--- src/htw_pkg.sv ---
// Purpose: shared constants and types for the host two-wire register port
// Assumes: 8-bit register space behind a two-wire slave
// Notes: local registers live at scan control and general port control
`default_nettype none
package htw_pkg;
   localparam logic [7:0] SCAN_CONTROL_OFS = 8'h62;
   localparam logic [7:0] GEN_PORT_CONTROL_OFS = 8'h8C;
   localparam logic [7:0] SCAN_CONTROL_RST = 8'h00;
   localparam logic [7:0] GEN_PORT_CONTROL_RST = 8'h00;
   localparam logic [7:0] POINTER_RST = 8'h00;
   localparam logic [1:0] SLAVE_ADDR_HI_DEF = 2'h0;
   localparam int SCAN_MASTER_BIT = 3;
   localparam int GPC_LEVEL0_BIT = 0;
   localparam int GPC_LEVEL1_BIT = 1;
   localparam int GPC_DRIVE0_BIT = 2;
   localparam int GPC_DRIVE1_BIT = 3;
   localparam int GPC_SECBUS_BIT = 4;
   localparam logic [3:0] BYTE_BITS = 4'h8;
   localparam logic [3:0] LAST_TX_BIT = 4'h7;
   localparam int STRAP_BITS = 5;

   typedef enum logic [2:0] {
      HTW_IDLE, HTW_ADDR, HTW_ADDR_ACK, HTW_RX, HTW_RX_ACK, HTW_TX, HTW_TX_ACK, HTW_IGNORE
   } htw_state_e;

   typedef struct packed {
      logic gp1;
      logic gp0;
      logic sda;
      logic scl;
   } htw_lines_s;

   typedef struct packed {
      logic [7:0] addr;
      logic [7:0] wdata;
      logic we;
   } htw_reg_req_s;
endpackage
`default_nettype wire

--- src/htw_port.sv ---
// Purpose: two-wire slave port giving a host access to the 8-bit register space
// Assumes: MCLK far faster than the serial clock; pins synchronised here
// Notes: the tuner-facing pins are muxed between GPIO and secondary bus use
// Summary of operation
// Bytes on the primary data line move most significant bit first.
// Strap pin levels become the slave address at reset release.
// Host holds reset low at least 50 ms after supply settles.
// Address bit 0 high makes us transmit, low makes us receive.
// First received byte after address loads the register pointer.
// Pointer is 8 bits wide, selecting one of 256 locations.
// Pointer increments after every data byte read or written.
// Host leaves reserved locations alone and sizes bursts accordingly.
// STOP ending a matched message clears the pointer to zero.
// Mismatched address means all traffic ignored until next match.
// START or repeated START leaves the pointer unchanged.
// Write after repeated START continues at pointer, no pointer byte.
// Host ends every message with a STOP.
// Read starting after a STOP returns register zero first.
// Port control register can turn general pins into a secondary bus.
// Scan control bit 3 set selects secondary-bus master mode.
// General pin zero carries secondary clock, pin one secondary data.
// Write message: address, pointer byte, data bytes, each acknowledged, STOP.
// Host acks bytes to continue, not the last, then STOP.
// We ack our address and received bytes, release line for host ack.
`timescale 1ns/1ns
`default_nettype none
module htw_port
   import htw_pkg::*;
#(
   parameter logic [1:0] SLAVE_ADDR_HI = htw_pkg::SLAVE_ADDR_HI_DEF
) (
   input wire logic MCLK,
   input wire logic RESETN,
   input wire logic [htw_pkg::STRAP_BITS-1:0] ADDRESS_STRAP_PINS,
   input wire logic PRIMARY_SERIAL_CLOCK,
   input wire logic PRIMARY_SERIAL_DATA_I,
   output logic PRIMARY_SERIAL_DATA_O,
   output logic PRIMARY_SERIAL_DATA_OE,
   input wire logic GENERAL_PIN_ZERO_I,
   output logic GENERAL_PIN_ZERO_O,
   output logic GENERAL_PIN_ZERO_OE,
   input wire logic GENERAL_PIN_ONE_I,
   output logic GENERAL_PIN_ONE_O,
   output logic GENERAL_PIN_ONE_OE,
   input wire logic TUNER_CLOCK_DRIVE_LOW,
   input wire logic TUNER_DATA_DRIVE_LOW,
   output logic SECONDARY_SERIAL_CLOCK_LEVEL,
   output logic SECONDARY_SERIAL_DATA_LEVEL,
   output logic MASTER_MODE,
   output logic [7:0] SCAN_CONTROL,
   output logic [7:0] REGISTER_POINTER,
   output var htw_pkg::htw_reg_req_s REG_REQ,
   input wire logic [7:0] REG_RDATA
);
   import htw_pkg::*;

   localparam int SYNC_W = $bits(htw_lines_s) + STRAP_BITS;

   logic [1:0] rst_pipe_q;
   logic rst_n;
   logic [SYNC_W-1:0] sync_out;
   htw_lines_s lines;
   htw_lines_s lines_p_q;
   logic [STRAP_BITS-1:0] strap_s;
   logic [STRAP_BITS-1:0] strap_q;
   logic captured_q;
   logic scl_rise, scl_fall, start_c, stop_c;
   htw_state_e state_q;
   logic [3:0] cnt_q;
   logic [7:0] shift_q;
   logic [7:0] tx_shift_q;
   logic rw_q;
   logic host_ack_q;
   logic sda_oe_q;
   logic sda_oe_d;
   logic [7:0] ptr_q;
   logic expect_ptr_q;
   logic matched_q;
   logic [7:0] scan_q;
   logic [7:0] gpc_q;
   logic addr_match, addr_ok, addr_bad, byte_in, tx_adv, wr_c, sec_on;
   logic [7:0] rd_byte;

   function automatic logic [7:0] read_mux(input logic [7:0] a, input logic [7:0] scan,
                                           input logic [7:0] gpc, input logic [7:0] ext);
      logic [7:0] r;
      r = ext;
      if (a == SCAN_CONTROL_OFS) begin
         r = scan;
      end else if (a == GEN_PORT_CONTROL_OFS) begin
         r = gpc;
      end
      return r;
   endfunction

   // Reset release through two flops
   always_ff @(posedge MCLK or negedge RESETN) begin
      if (!RESETN) begin
         rst_pipe_q <= 2'h0;
      end else begin
         rst_pipe_q <= {rst_pipe_q[0], 1'b1};
      end
   end
   assign rst_n = rst_pipe_q[1];

   htw_line_sync #(.WIDTH(SYNC_W)) u_sync (
      .clk(MCLK),
      .d_i({ADDRESS_STRAP_PINS, GENERAL_PIN_ONE_I, GENERAL_PIN_ZERO_I,
            PRIMARY_SERIAL_DATA_I, PRIMARY_SERIAL_CLOCK}),
      .q_o(sync_out)
   );
   assign lines = sync_out[$bits(htw_lines_s)-1:0];
   assign strap_s = sync_out[SYNC_W-1:$bits(htw_lines_s)];

   // Strap capture on the first clock after reset release
   always_ff @(posedge MCLK or negedge rst_n) begin
      if (!rst_n) begin
         strap_q <= '0;
         captured_q <= 1'b0;
      end else if (!captured_q) begin
         strap_q <= strap_s;
         captured_q <= 1'b1;
      end
   end

   always_ff @(posedge MCLK or negedge rst_n) begin
      if (!rst_n) begin
         lines_p_q <= '1;
      end else begin
         lines_p_q <= lines;
      end
   end

   assign scl_rise = lines.scl & ~lines_p_q.scl;
   assign scl_fall = ~lines.scl & lines_p_q.scl;
   assign start_c = lines.scl & lines_p_q.scl & lines_p_q.sda & ~lines.sda;
   assign stop_c = lines.scl & lines_p_q.scl & ~lines_p_q.sda & lines.sda;

   assign addr_match = (shift_q[7:1] == {SLAVE_ADDR_HI, strap_q}) & captured_q;
   assign addr_ok = (state_q == HTW_ADDR) & scl_fall & (cnt_q == BYTE_BITS) & addr_match;
   assign addr_bad = (state_q == HTW_ADDR) & scl_fall & (cnt_q == BYTE_BITS) & ~addr_match;
   assign byte_in = (state_q == HTW_RX) & scl_fall & (cnt_q == BYTE_BITS);
   assign tx_adv = (state_q == HTW_TX_ACK) & scl_rise;
   assign wr_c = byte_in & ~expect_ptr_q;
   assign rd_byte = read_mux(ptr_q, scan_q, {lines.gp1, lines.gp0, gpc_q[5:0]}, REG_RDATA);

   // Ack slots pull low; transmit drives the top shift bit
   always_comb begin
      sda_oe_d = 1'b0;
      if (state_q == HTW_ADDR_ACK || state_q == HTW_RX_ACK) begin
         sda_oe_d = 1'b1;
      end else if (state_q == HTW_TX) begin
         sda_oe_d = ~tx_shift_q[7];
      end
   end

   // Bit-level slave sequencer
   always_ff @(posedge MCLK or negedge rst_n) begin
      if (!rst_n) begin
         state_q <= HTW_IDLE;
         cnt_q <= 4'h0;
         shift_q <= 8'h00;
         tx_shift_q <= 8'hFF;
         rw_q <= 1'b0;
         host_ack_q <= 1'b0;
         sda_oe_q <= 1'b0;
      end else begin
         sda_oe_q <= sda_oe_d;
         if (start_c) begin
            state_q <= HTW_ADDR;
            cnt_q <= 4'h0;
         end else if (stop_c) begin
            state_q <= HTW_IDLE;
         end else begin
            case (state_q)
               HTW_ADDR, HTW_RX: begin
                  if (scl_rise && cnt_q != BYTE_BITS) begin
                     shift_q <= {shift_q[6:0], lines.sda};
                     cnt_q <= cnt_q + 4'h1;
                  end else if (scl_fall && cnt_q == BYTE_BITS) begin
                     if (state_q == HTW_RX) begin
                        state_q <= HTW_RX_ACK;
                     end else if (addr_match) begin
                        state_q <= HTW_ADDR_ACK;
                        rw_q <= shift_q[0];
                     end else begin
                        state_q <= HTW_IGNORE;
                     end
                  end
               end
               HTW_ADDR_ACK: begin
                  if (scl_fall) begin
                     cnt_q <= 4'h0;
                     if (rw_q) begin
                        state_q <= HTW_TX;
                        tx_shift_q <= rd_byte;
                     end else begin
                        state_q <= HTW_RX;
                     end
                  end
               end
               HTW_RX_ACK: begin
                  if (scl_fall) begin
                     state_q <= HTW_RX;
                     cnt_q <= 4'h0;
                  end
               end
               HTW_TX: begin
                  if (scl_fall) begin
                     if (cnt_q == LAST_TX_BIT) begin
                        state_q <= HTW_TX_ACK;
                     end else begin
                        tx_shift_q <= {tx_shift_q[6:0], 1'b1};
                        cnt_q <= cnt_q + 4'h1;
                     end
                  end
               end
               HTW_TX_ACK: begin
                  if (scl_rise) begin
                     host_ack_q <= ~lines.sda;
                  end else if (scl_fall) begin
                     cnt_q <= 4'h0;
                     if (host_ack_q) begin
                        state_q <= HTW_TX;
                        tx_shift_q <= rd_byte;
                     end else begin
                        state_q <= HTW_IGNORE;
                     end
                  end
               end
               HTW_IDLE, HTW_IGNORE: begin
                  cnt_q <= 4'h0;
               end
               default: begin
                  state_q <= HTW_IDLE;
               end
            endcase
         end
      end
   end

   // Register pointer and its pointer-byte expectation
   always_ff @(posedge MCLK or negedge rst_n) begin
      if (!rst_n) begin
         ptr_q <= POINTER_RST;
         expect_ptr_q <= 1'b1;
         matched_q <= 1'b0;
      end else if (stop_c) begin
         matched_q <= 1'b0;
         if (matched_q) begin
            ptr_q <= POINTER_RST;
            expect_ptr_q <= 1'b1;
         end
      end else begin
         // Start alone touches nothing here
         if (addr_ok) begin
            matched_q <= 1'b1;
         end
         if (addr_ok && shift_q[0]) begin
            expect_ptr_q <= 1'b0;
         end
         if (byte_in) begin
            if (expect_ptr_q) begin
               ptr_q <= shift_q;
               expect_ptr_q <= 1'b0;
            end else begin
               ptr_q <= ptr_q + 8'h01;
            end
         end else if (tx_adv) begin
            ptr_q <= ptr_q + 8'h01;
         end
      end
   end

   // Local registers and write strobe toward the core
   always_ff @(posedge MCLK or negedge rst_n) begin
      if (!rst_n) begin
         scan_q <= SCAN_CONTROL_RST;
         gpc_q <= GEN_PORT_CONTROL_RST;
         REG_REQ <= '0;
      end else begin
         REG_REQ.we <= wr_c;
         if (wr_c) begin
            REG_REQ.addr <= ptr_q;
            REG_REQ.wdata <= shift_q;
         end
         if (wr_c && ptr_q == SCAN_CONTROL_OFS) begin
            scan_q <= shift_q;
         end
         if (wr_c && ptr_q == GEN_PORT_CONTROL_OFS) begin
            gpc_q <= shift_q;
         end
      end
   end

   assign sec_on = gpc_q[GPC_SECBUS_BIT] | scan_q[SCAN_MASTER_BIT];

   // General pins: GPIO or open-drain secondary bus
   always_ff @(posedge MCLK or negedge rst_n) begin
      if (!rst_n) begin
         GENERAL_PIN_ZERO_O <= 1'b0;
         GENERAL_PIN_ZERO_OE <= 1'b0;
         GENERAL_PIN_ONE_O <= 1'b0;
         GENERAL_PIN_ONE_OE <= 1'b0;
      end else if (sec_on) begin
         GENERAL_PIN_ZERO_O <= 1'b0;
         GENERAL_PIN_ZERO_OE <= TUNER_CLOCK_DRIVE_LOW;
         GENERAL_PIN_ONE_O <= 1'b0;
         GENERAL_PIN_ONE_OE <= TUNER_DATA_DRIVE_LOW;
      end else begin
         GENERAL_PIN_ZERO_O <= gpc_q[GPC_LEVEL0_BIT];
         GENERAL_PIN_ZERO_OE <= gpc_q[GPC_DRIVE0_BIT];
         GENERAL_PIN_ONE_O <= gpc_q[GPC_LEVEL1_BIT];
         GENERAL_PIN_ONE_OE <= gpc_q[GPC_DRIVE1_BIT];
      end
   end

   assign PRIMARY_SERIAL_DATA_O = 1'b0;
   assign PRIMARY_SERIAL_DATA_OE = sda_oe_q;
   assign SECONDARY_SERIAL_CLOCK_LEVEL = lines.gp0;
   assign SECONDARY_SERIAL_DATA_LEVEL = lines.gp1;
   assign MASTER_MODE = scan_q[SCAN_MASTER_BIT];
   assign SCAN_CONTROL = scan_q;
   assign REGISTER_POINTER = ptr_q;
endmodule // htw_port
`default_nettype wire

--- src/htw_line_sync.sv ---
// Purpose: two-flop synchroniser for pins entering the core clock domain
// Assumes: inputs are asynchronous levels
// Notes: no reset, so strap levels are already settled at reset release
`timescale 1ns/1ns
`default_nettype none
module htw_line_sync #(
   parameter int WIDTH = 4
) (
   input wire logic clk,
   input wire logic [WIDTH-1:0] d_i,
   output logic [WIDTH-1:0] q_o
);
   logic [WIDTH-1:0] meta_q;

   if (WIDTH < 1) begin : g_chk
      $error("htw_line_sync WIDTH must be positive");
   end

   always_ff @(posedge clk) begin
      meta_q <= d_i;
      q_o <= meta_q;
   end
endmodule // htw_line_sync
`default_nettype wire

--- config.mk ---
export PLATFORM = sky130hd
export DESIGN_NAME = htw_port
export DESIGN_NICKNAME = d
export VERILOG_FILES = /design/src/htw_pkg.sv /design/src/htw_port.sv /design/src/htw_line_sync.sv
export SDC_FILE = /design/constraint.sdc
export NUM_CORES = 1
export LEC_CHECK = 0
export BUFFER_PORTS_ARGS = -buffer_cell sky130_fd_sc_hd__buf_2
export CAP_MARGIN = 0
export CORE_ASPECT_RATIO = 0.75
export CORE_MARGIN = 2
export CORE_UTILIZATION = 45
export CTS_BUF_LIST = sky130_fd_sc_hd__clkbuf_2
export CTS_CLUSTER_DIAMETER = 100
export CTS_CLUSTER_SIZE = 8
export DETAILED_ROUTE_END_ITERATION = 8
export PLACE_DENSITY = 0.65
export SYNTH_ARGS = -nofsm -noshare
export SYNTH_HDL_FRONTEND = slang
export SYNTH_SLANG_ARGS = --single-unit
export TNS_END_PERCENT = 5
--- constraint.sdc ---
create_clock -name MCLK -period 5.01 [get_ports MCLK]
set_input_delay 0.501 -clock MCLK [delete_from_list [all_inputs] [get_ports MCLK]]
set_output_delay 0.501 -clock MCLK [all_outputs]
set_load 0.1 [all_outputs]
==> results of run 1 <==
state kept, by name, summed over array words and instances, names as in the netlist, 2 cells and up:
signal / flops
SCAN_CONTROL: 8
rst_pipe_q: 2
u_sync.q_o: 9
state_q: 3
u_sync.meta_q: 9
gpc_q: 6
cnt_q: 4
tx_shift_q: 8
shift_q: 8
REG_REQ: 17
lines_p_q: 2
REGISTER_POINTER: 8
strap_q: 5
power by group:
part           internal (W)  total [W]  switching (W)
Combinational      0.000148   0.000327       0.000180
Clock             0.0000813   0.000382       0.000301
Sequential         0.000901    0.00107       0.000167
layout by cell type (no fill, tap or decap), types with 4 or more instances in the layout:
cell type	instances
sky130_fd_sc_hd__a211oi_1	10
sky130_fd_sc_hd__buf_2	61
sky130_fd_sc_hd__and2_1	4
sky130_fd_sc_hd__dlygate4sd3_1	10
sky130_fd_sc_hd__nor3_1	11
sky130_fd_sc_hd__clkbuf_2	9
sky130_fd_sc_hd__ha_1	5
sky130_fd_sc_hd__a221o_1	4
sky130_fd_sc_hd__dfxtp_1	18
sky130_fd_sc_hd__xor2_1	6
sky130_fd_sc_hd__mux2i_1	12
sky130_fd_sc_hd__o21a_1	4
sky130_fd_sc_hd__mux2_2	46
sky130_fd_sc_hd__dfstp_2	11
sky130_fd_sc_hd__o21ai_0	11
sky130_fd_sc_hd__inv_1	11
sky130_fd_sc_hd__nor4b_1	4
sky130_fd_sc_hd__nand4_1	6
sky130_fd_sc_hd__nor2b_1	4
sky130_fd_sc_hd__nand3_1	11
sky130_fd_sc_hd__dfrtp_1	69
sky130_fd_sc_hd__nor2_1	19
sky130_fd_sc_hd__nand2_1	23
cell usage after synthesis, drive strengths merged, types with 4 or more instances:
library cell / number / area share, %
clkbuf: 6 / 0.52
buf: 8 / 1.3
nor4b: 5 / 1.0
nor3: 12 / 1.7
dfxtp: 18 / 8.4
o21a: 4 / 0.70
nor2b: 4 / 0.58
dfstp: 11 / 6.7
xor2: 6 / 1.2
nand4: 6 / 0.87
dfrtp: 70 / 41
ha: 5 / 1.5
and2: 4 / 0.58
inv: 11 / 0.96
a211oi: 10 / 1.7
o21ai: 11 / 1.3
nand2: 25 / 2.5
a221o: 4 / 0.93
nor2: 19 / 1.7
mux2i: 12 / 2.8
nand3: 12 / 1.7
mux2: 46 / 12
final cells by class:
class	instances	area (um^2)	share of cell area [%]
tap	128	160	3.24
multi-input combinational	236	1800	36.5
clock buffer	9	45.0	0.913
sequential	99	2400	48.7
clock inverter	7	68.8	1.39
inverter	11	41.3	0.837
timing repair buffer	72	413	8.37
what timing repair did:
item                                   CTS  global route
hold buffers                            10             0
endpoints found under the hold margin   11             0
setup buffers                            0             0
resized for setup                        0             0
through the flow:
stage	std cells	utilization (%)	hold slack, ps	setup WS, ps
floorplan	360	-	205	2560
global placement	536	51.3	288	2500
detailed placement	536	51.3	289	2470
CTS	562	53.7	84.7	2410
global route	562	53.7	72.8	2270
finish	562	53.7	107	2500
final timing paths:
kind                                      startpoint                  end  slack (ps)  depth (start not counted)
max in group asynchronous              rst_pipe_q[1]  REGISTER_POINTER[4]        3830                          0
min in group asynchronous                     RESETN        rst_pipe_q[1]         160                          2
worst min-delay path            TUNER_DATA_DRIVE_LOW   GENERAL_PIN_ONE_OE         110                          2
worst max register to register              cnt_q[0]      SCAN_CONTROL[1]        2500                          7
worst min register to register      u_sync.meta_q[3]        u_sync.q_o[3]         350                          0
worst max-delay path                        cnt_q[0]      SCAN_CONTROL[1]        2500                          7
layer usage:
| layer | wire length [um] | GRT usage, % | up-vias |
|---|---|---|---|
| met1 | 4460 | 26.9 | 1506 |
| met2 | 4210 | 29.2 | 96 |
| met4 | 110 | 5.24 | 0 |
| met5 | 0 | 0 | - |
| li1 | - | - | 1450 |
| met3 | 603 | 5.48 | 9 |
logic make-up (layout without fill, tap and decap cells):
kind of cell / count (synthesis) / count (layout) / synth area share, %
adders and majority gates: 5 / 5 / 1.45
other: 2 / 3 / 0.174
buffers and inverters: 25 / 99 / 2.78
AOI/OAI and AO/OA: 57 / 57 / 9.77
muxes: 58 / 58 / 14.8
and+or+nand+nor: 106 / 106 / 14.0
DFF: 99 / 99 / 55.7
xor gates and xnor gates: 7 / 7 / 1.42
==> results, run 1 <==
- The signal on the critical path passes through inv_1, ha_1, and4bb_2, nand3_4, nor3_4, nand2_4, mux2_2.
- For this run, the number of Yosys warnings is 0.
- The initial antenna violation count is 0.
- The count of buffering cells on the critical path with inverters included is 1.
- The core region area is slightly above 9000 um^2.
- After the last flow step, the layout net total stands at ~460.
- Along the worst path, the maximum fanout reaches 18.
- The analysis attributes to cell leakage a power of ~2.4 nW.
- The total wirelength of the detailed-routed design is 9380 um.
- The number of setup violations in the final report is 0.
- Before antenna repair, the detailed router went through 5 iterations.
- The boundary pin count is 63.
- The first routing iteration left between 150 and 200 violations.
- The floorplan has 30 rows.
- Once detailed placement completed, the half-perimeter wirelength came to between 6000 and 7000 um.
- The per-cell via count in the routed design is around 5.4.
- The number of nets with antenna violations after routing is 0.
- The number of pins with negative max-slew slack in the final report is 0.
- The nature of the critical path endpoint is a flop.
- The clock tree from TritonCTS is done.
- The final critical delay including setup and external delays is between 2000 and 3000 ps.
- The die is ~120 um wide.
- The DRC violation count after routing is 0.
- Compared with the post-synthesis result, the final layout area differs by 14.4%.
- The share of final-layout standard cells stronger than drive strength 1 is 33.4%.
- The CTS clock-pin slew for the worst setup and hold paths is between 200 and 300 ps.
- In this run the worst hold path is classified as in2reg.
- The number of inserted filler cells in the final layout is approximately 810.
- The total global-route track usage is a little under a fifth.
- The maximum buffer depth of the clock tree is 2.
- The tree is rooted in a sky130_fd_sc_hd__clkbuf_2.
- The full die area is 10,400 um^2.
- The final weighted congestion in routability-driven placement is around 0.85.
- The setup skew after layout is 30.8 ps.
- The worst path arrival time is around 3000 ps.
- The latest clock arrival within the worst-skew pair is 600 ps.
- Headroom to the max-slew limit came out at 32.5%.
- The number of endpoints with negative hold slack in the final report is 0.
- By startpoint and endpoint, the worst setup path is classified as reg2reg.
- The floorplan step set the die height to slightly below 90 um.
- The first global-routing pass estimated 15,000 um of wire.
- A synthesized cell averages ~12 um^2.
- The clock drives 99 sinks.
- The fmax is 398 MHz.
- The final critical path takes up between 50% and 60% of the cycle.
- After detailed routing, the average wire length per cell comes to approximately 17 um.
- The maximum number of pins on one net before global-route repair is 80.
- The count of port buffers added during placement is roughly 60.
- 0 antenna diodes ended up in the layout.
- The number of violations of the max-capacitance limit is 0.
- Setup repair after global routing left no endpoint under its margin.
- Setup total negative slack on the finished layout was measured at 0 ps.
- The count of flip-flops with a built-in enable after synthesis is 0.
- The transition time at the pin with the least slew margin is between 1000 and 1500 ps.
- The worst-case IR drop observed on VDD is between 0.2 and 0.25 mV.
- In this run, CTS created clock tree buffers numbering 9.
- The fraction of the yosys area taken by sequential cells is 55.7%.
- Broken down by cell family, the worst path's largest delay share belongs to simple AND/OR/NAND/NOR gates.
- The instance area after placement is 4720 um^2.
- The final design area excluding fillers is between 4000 and 5000 um^2.
- The worst-path cell with the longest stage delay is sky130_fd_sc_hd__nor3_4.
- For this run the aggregate overflow at the end of global routing stands at 0.
- In this run the number of H-tree levels came out at 3.
- The endpoint required time on the critical path is about 5500 ps.
- The launching element type of the critical path is a flop.
- The synthesized netlist occupies a cell area of about 4300 um^2.
- Dividing total power by cell area gives a power density of between 300 and 400 nW/um^2.
- For this run, the leading register cell type out of synthesis is sky130_fd_sc_hd__dfrtp_1.
- The total power is 0.00178 W.
- The number of instances in the synthesized netlist is ~360.
- After synthesis, the netlist uses 57 different library cells.
- The run finished with clean final reports.
- On the worst path, the slowest cell contributes a delay of around 760 ps.
- The number of vias after detailed routing is between 3,000 and 4,000.
- The number of global-route vias before repair is 2,954.
- The share of synthesized registers carrying an async set or reset is about four fifths.
- Synthesis inferred about 100 register bits.
- The initial core utilization is 46.9%.
Power figures use the tool's default switching activity.
==> run 2, diff against run 1 <==
--- a/config.mk
+++ b/config.mk
@@ -5,6 +5,7 @@
 export SDC_FILE = /design/constraint.sdc
 export NUM_CORES = 1
 export LEC_CHECK = 0
+export ABC_AREA = 1
 export BUFFER_PORTS_ARGS = -buffer_cell sky130_fd_sc_hd__buf_2
 export CAP_MARGIN = 0
 export CORE_ASPECT_RATIO = 0.75
@@ -14,7 +15,6 @@
 export CTS_CLUSTER_DIAMETER = 100
 export CTS_CLUSTER_SIZE = 8
 export DETAILED_ROUTE_END_ITERATION = 8
-export PLACE_DENSITY = 0.65
 export SYNTH_ARGS = -nofsm -noshare
 export SYNTH_HDL_FRONTEND = slang
 export SYNTH_SLANG_ARGS = --single-unit
==> constraint.sdc (replaced) <==
create_clock -name MCLK -period 2.5 [get_ports MCLK]
set_input_delay 0.25 -clock MCLK [delete_from_list [all_inputs] [get_ports MCLK]]
set_output_delay 0.25 -clock MCLK [all_outputs]
set_load 0.1 [all_outputs]
==> run 2 against run 1 <==
Compared with the run above:
- wire length rose by 6.7%
- register-to-register slack got worse by 2100 ps
- via count rose by 18%
- non-clock buffer count rose by 7
- clock skew rose by 6.1 ps
- sequential power rose by 89%
- critical endpoint is now SCAN_CONTROL[7]
- largest power group unchanged
- highest routed layer unchanged
==> results, run 2 <==
- The worst path arrival time is 2600 ps (was 3040 ps).
- The cell leakage power is 2.83 nW (was 2.37 nW).
- The flip-flop and latch count after synthesis is 99 (unchanged).
- The worst setup path category is reg2reg (unchanged).
- The number of global-route vias before repair is 3,410 (was 2,954).
- The initial DRC count is 256 (was 185).
- The depth of the worst hold-timing path is 7 (was 2).
- The horizontal extent of the die is 121 um (was 117 um).
- The number of CTS-inserted buffers is 9 (unchanged).
- The sum of overflow across all layers after global routing is 0 (unchanged).
- The final weighted congestion in routability-driven placement came to 0.874 (was 0.849).
- The source of the worst register-to-register timing path is REGISTER_POINTER[0] (was cnt_q[0]).
- The number of instances in the synthesized netlist is 536 (was 359).
- The fmax is 481 MHz (was 398 MHz).
- The number of vias after detailed routing was 3,603 (was 3,061).
- The endpoint required time on the critical path is 3020 ps (was 5540 ps).
- The CTS H-tree depth is 3 (unchanged).
- The count of port buffers added during placement came to 61 (unchanged).
- The worst setup path startpoint is REGISTER_POINTER[0] (was cnt_q[0]).
- The hold path startpoint is REG_RDATA[2] (was TUNER_DATA_DRIVE_LOW).
- The number of warnings printed during yosys synthesis came to 0 (unchanged).
- The maximum number of pins on one net before global-route repair was 55 (was 80).
- The number of placement rows was 31 (was 30).
- The number of gates resized after CTS is 0 (unchanged).
- The clock root buffer was sky130_fd_sc_hd__clkbuf_2 (unchanged).
- Most frequent cells in the layout: 173 x sky130_fd_sc_hd__nand2_1, 69 x sky130_fd_sc_hd__dfrtp_1, 61 x sky130_fd_sc_hd__buf_2, 59 x sky130_fd_sc_hd__inv_1, 37 x sky130_fd_sc_hd__nor2_1 (was 69 x sky130_fd_sc_hd__dfrtp_1, 61 x sky130_fd_sc_hd__buf_2, 46 x sky130_fd_sc_hd__mux2_2, 23 x sky130_fd_sc_hd__nand2_1, 19 x sky130_fd_sc_hd__nor2_1).
- The worst voltage drop across the vdd grid is 0.418 mV (was 0.210 mV).
- Top cells by area in the synthesized netlist: sky130_fd_sc_hd__dfrtp_1 38%, sky130_fd_sc_hd__nand2_1 14%, sky130_fd_sc_hd__dfxtp_1 7.8% (was sky130_fd_sc_hd__dfrtp_1 41%, sky130_fd_sc_hd__mux2_2 12%, sky130_fd_sc_hd__dfxtp_1 8.4%).
- The nature of the critical path endpoint is a flop (unchanged).
- The total wirelength of the detailed-routed design is 10,000 um (was 9380 um).
- The number of setup violations in the final report was 0 (unchanged).
- The register with the highest flop count is REG_REQ (unchanged).
- The boundary pin count is 63 (unchanged).
- The initial antenna violation count came to 1 (was 0).
- The full die area is 11,100 um^2 (was 10,400 um^2).
- The number of nets with antenna violations after routing is 0 (unchanged).
- The CTS clock-pin slew for the worst setup and hold paths is 250 ps (was 290 ps).
- The count of flip-flops with a built-in enable after synthesis is 0 (unchanged).
- The number of endpoints with negative hold slack in the final report was 0 (unchanged).
- The area share of the leading cell type in the synthesized netlist was 38.0% (was 40.6%).
- The DRC violation count after routing was 0 (unchanged).
- The clock tree from TritonCTS is done (unchanged).
- Synth cell count leaders: 173 x sky130_fd_sc_hd__nand2_1, 70 x sky130_fd_sc_hd__dfrtp_1, 59 x sky130_fd_sc_hd__inv_1 (was 70 x sky130_fd_sc_hd__dfrtp_1, 46 x sky130_fd_sc_hd__mux2_2, 23 x sky130_fd_sc_hd__nand2_1).
- The number of violations of the max-capacitance limit is 0 (unchanged).
- The final critical delay including setup and external delays was 2080 ps (was 2510 ps).
- The latest clock arrival within the worst-skew pair is 590 ps (was 600 ps).
- The initial core utilization came to 47.0% (was 46.9%).
- The fraction of the yosys area taken by sequential cells is 52.0% (was 55.7%).
- The core utilization of the finished layout is 54.2% (was 53.7%).
- The share of synthesized registers carrying an async set or reset came to 81.8% (unchanged).
- The launching element type of the critical path is a flop (unchanged).
- The maximum buffer depth of the clock tree came to 2 (unchanged).
- The growth of design area from synthesis to finish is 15.2% (was 14.4%).
- The die boundary height was 91.7 um (was 88.8 um).
- The most common cell after layout, fill and taps aside is sky130_fd_sc_hd__nand2_1 (was sky130_fd_sc_hd__dfrtp_1).
- The relative slew slack is 61.4% (was 32.5%).
- The global-route wire length before repair was 16,600 um (was 15,000 um).
- The core region area came to 9810 um^2 (was 9200 um^2).
- The final setup slack of the worst path is 422 ps (was 2500 ps).
- The post-detailed-route wirelength per cell is 13.3 um (was 16.7 um).
- The transition time at the pin with the least slew margin was 579 ps (was 1010 ps).
- The leading area contributor after synthesis was sky130_fd_sc_hd__dfrtp_1 (unchanged).
- The total power is 0.00399 W (was 0.00178 W).
- The number of inserted filler cells in the final layout is 919 (was 808).
- The prevailing post-synth register cell is sky130_fd_sc_hd__dfrtp_1 (unchanged).
- The total half-perimeter wirelength after legalization and detailed placement is 7170 um (was 6440 um).
- The class of the worst hold path was in2reg (unchanged).
- The sink count of the clock tree is 99 (unchanged).
- The path depth of the worst reg2reg path is 9 (was 7).
- The average cell area after synthesis is 8.61 um^2 (was 12.0 um^2).
- The most used standard cell by instance count after synthesis is sky130_fd_sc_hd__nand2_1 (was sky130_fd_sc_hd__dfrtp_1).
- Biggest registers after layout: REG_REQ: 17 flops, u_sync.meta_q: 9 flops, u_sync.q_o: 9 flops (unchanged).
- The first-pass iteration count of the detailed router was 4 (was 5).
- The post-synthesis cell area is 4620 um^2 (was 4310 um^2).
- The number of flip-flops under the largest register name is 17 (unchanged).
- The number of pins with negative max-slew slack in the final report is 0 (unchanged).
- Setup repair after global routing missed its margin: false (unchanged).
- Run status: completed (unchanged).
- The instance count after placement with tap cells included is 717 (was 536).
- The largest fanout on the critical path was 16 (was 18).
- The net total in the final layout is 639 (was 455).
- The total negative setup slack is 0 ps (unchanged).
- The total global-route track usage is 19.2% (was 19.1%).
- The number of distinct library cells after synthesis is 38 (was 57).
- The share of final-layout standard cells stronger than drive strength 1 was 23.8% (was 33.4%).
- The setup skew after layout is 36.8 ps (was 30.8 ps).
- The final non-filler cell total came to 751 (was 562).
- The pre-CTS setup slack is 468 ps (was 2470 ps).
- The per-cell via count in the routed design is 4.80 (was 5.45).
- The final period utilization was 83.1% (was 50.1%).
- The total power density per cell area came to 750 nW/um^2 (was 360 nW/um^2).
run 2: cell families (layout without fill, tap and decap cells):
| kind of cell | count (synthesis) | after routing | share of synthesized area [%] |
|---|---|---|---|
| buffers and inverters | 80 | 161 | 7.81 |
| AND/OR/NAND/NOR | 267 | 267 | 26.3 |
| other | 2 | 4 | 0.163 |
| XOR/XNOR | 4 | 4 | 0.759 |
| adder cells (fa/ha/maj) | 5 | 5 | 1.36 |
| AO/OA/AOI/OAI | 79 | 79 | 11.6 |
| flip-flops | 99 | 99 | 52.0 |
run 2: path summary, 6_finish.rpt:
kind	slack, ps	to
worst max-delay path	420	SCAN_CONTROL[7]
worst min register to register	240	REGISTER_POINTER[3]
worst min-delay path	50	tx_shift_q[2]
min in group asynchronous	240	REGISTER_POINTER[3]
max in group asynchronous	1590	tx_shift_q[1]
worst max register to register	420	SCAN_CONTROL[7]
run 2: worst max-delay path, stage by stage (launching register included):
cell and delay [ps]:
sky130_fd_sc_hd__dfrtp_1 520, sky130_fd_sc_hd__inv_1 120, sky130_fd_sc_hd__ha_1 210, sky130_fd_sc_hd__nand2_1 60, sky130_fd_sc_hd__nor2_1 40, sky130_fd_sc_hd__nand2_1 400, sky130_fd_sc_hd__inv_1 270, sky130_fd_sc_hd__nand2_4 260
sky130_fd_sc_hd__nand2_1 100, sky130_fd_sc_hd__o21ai_2 60
run 2: per-layer routing:
metal  part of all wire, %  track usage, %
met1                    49            26.7
met3                   5.8            5.16
met2                    45            29.5
met5                     0               0
met4                   1.0            4.94
run 2: power breakdown:
part / total, W / internal (W) / switching [W]
logic: 0.00109 / 0.000308 / 0.000783
registers: 0.00202 / 0.00184 / 0.000182
clock network: 0.000872 / 0.000339 / 0.000533
total: 0.00399 / 0.00249 / 0.00150
run 2: area by class of cell:
cell class	count	area, um^2	share of cell area (%)
clock buffers	10	50.0	0.941
clock inverters	6	87.6	1.65
inverters	66	253	4.75
flip-flops and latches	99	2400	45.2
multi-input cells	358	1860	34.9
repair buffers	79	495	9.32
well taps	132	165	3.11
diodes	1	2.50	0.0471
run 2: timing repair:
item	in CTS	in global routing
setup buffers	0	0
endpoints found under the hold margin	17	0
endpoints found under the setup margin	0	0
hold buffers	17	0
run 2: per-stage QoR:
step | hold slack [ps] | cell area [um^2]
2_1_floorplan | -45.6 | 4620
3_3_place_gp | 34.1 | 5010
3_5_place_dp | 36.4 | 5010
4_1_cts | 14.5 | 5310
5_1_grt | 34.0 | 5320
6_report | 50.8 | 5320
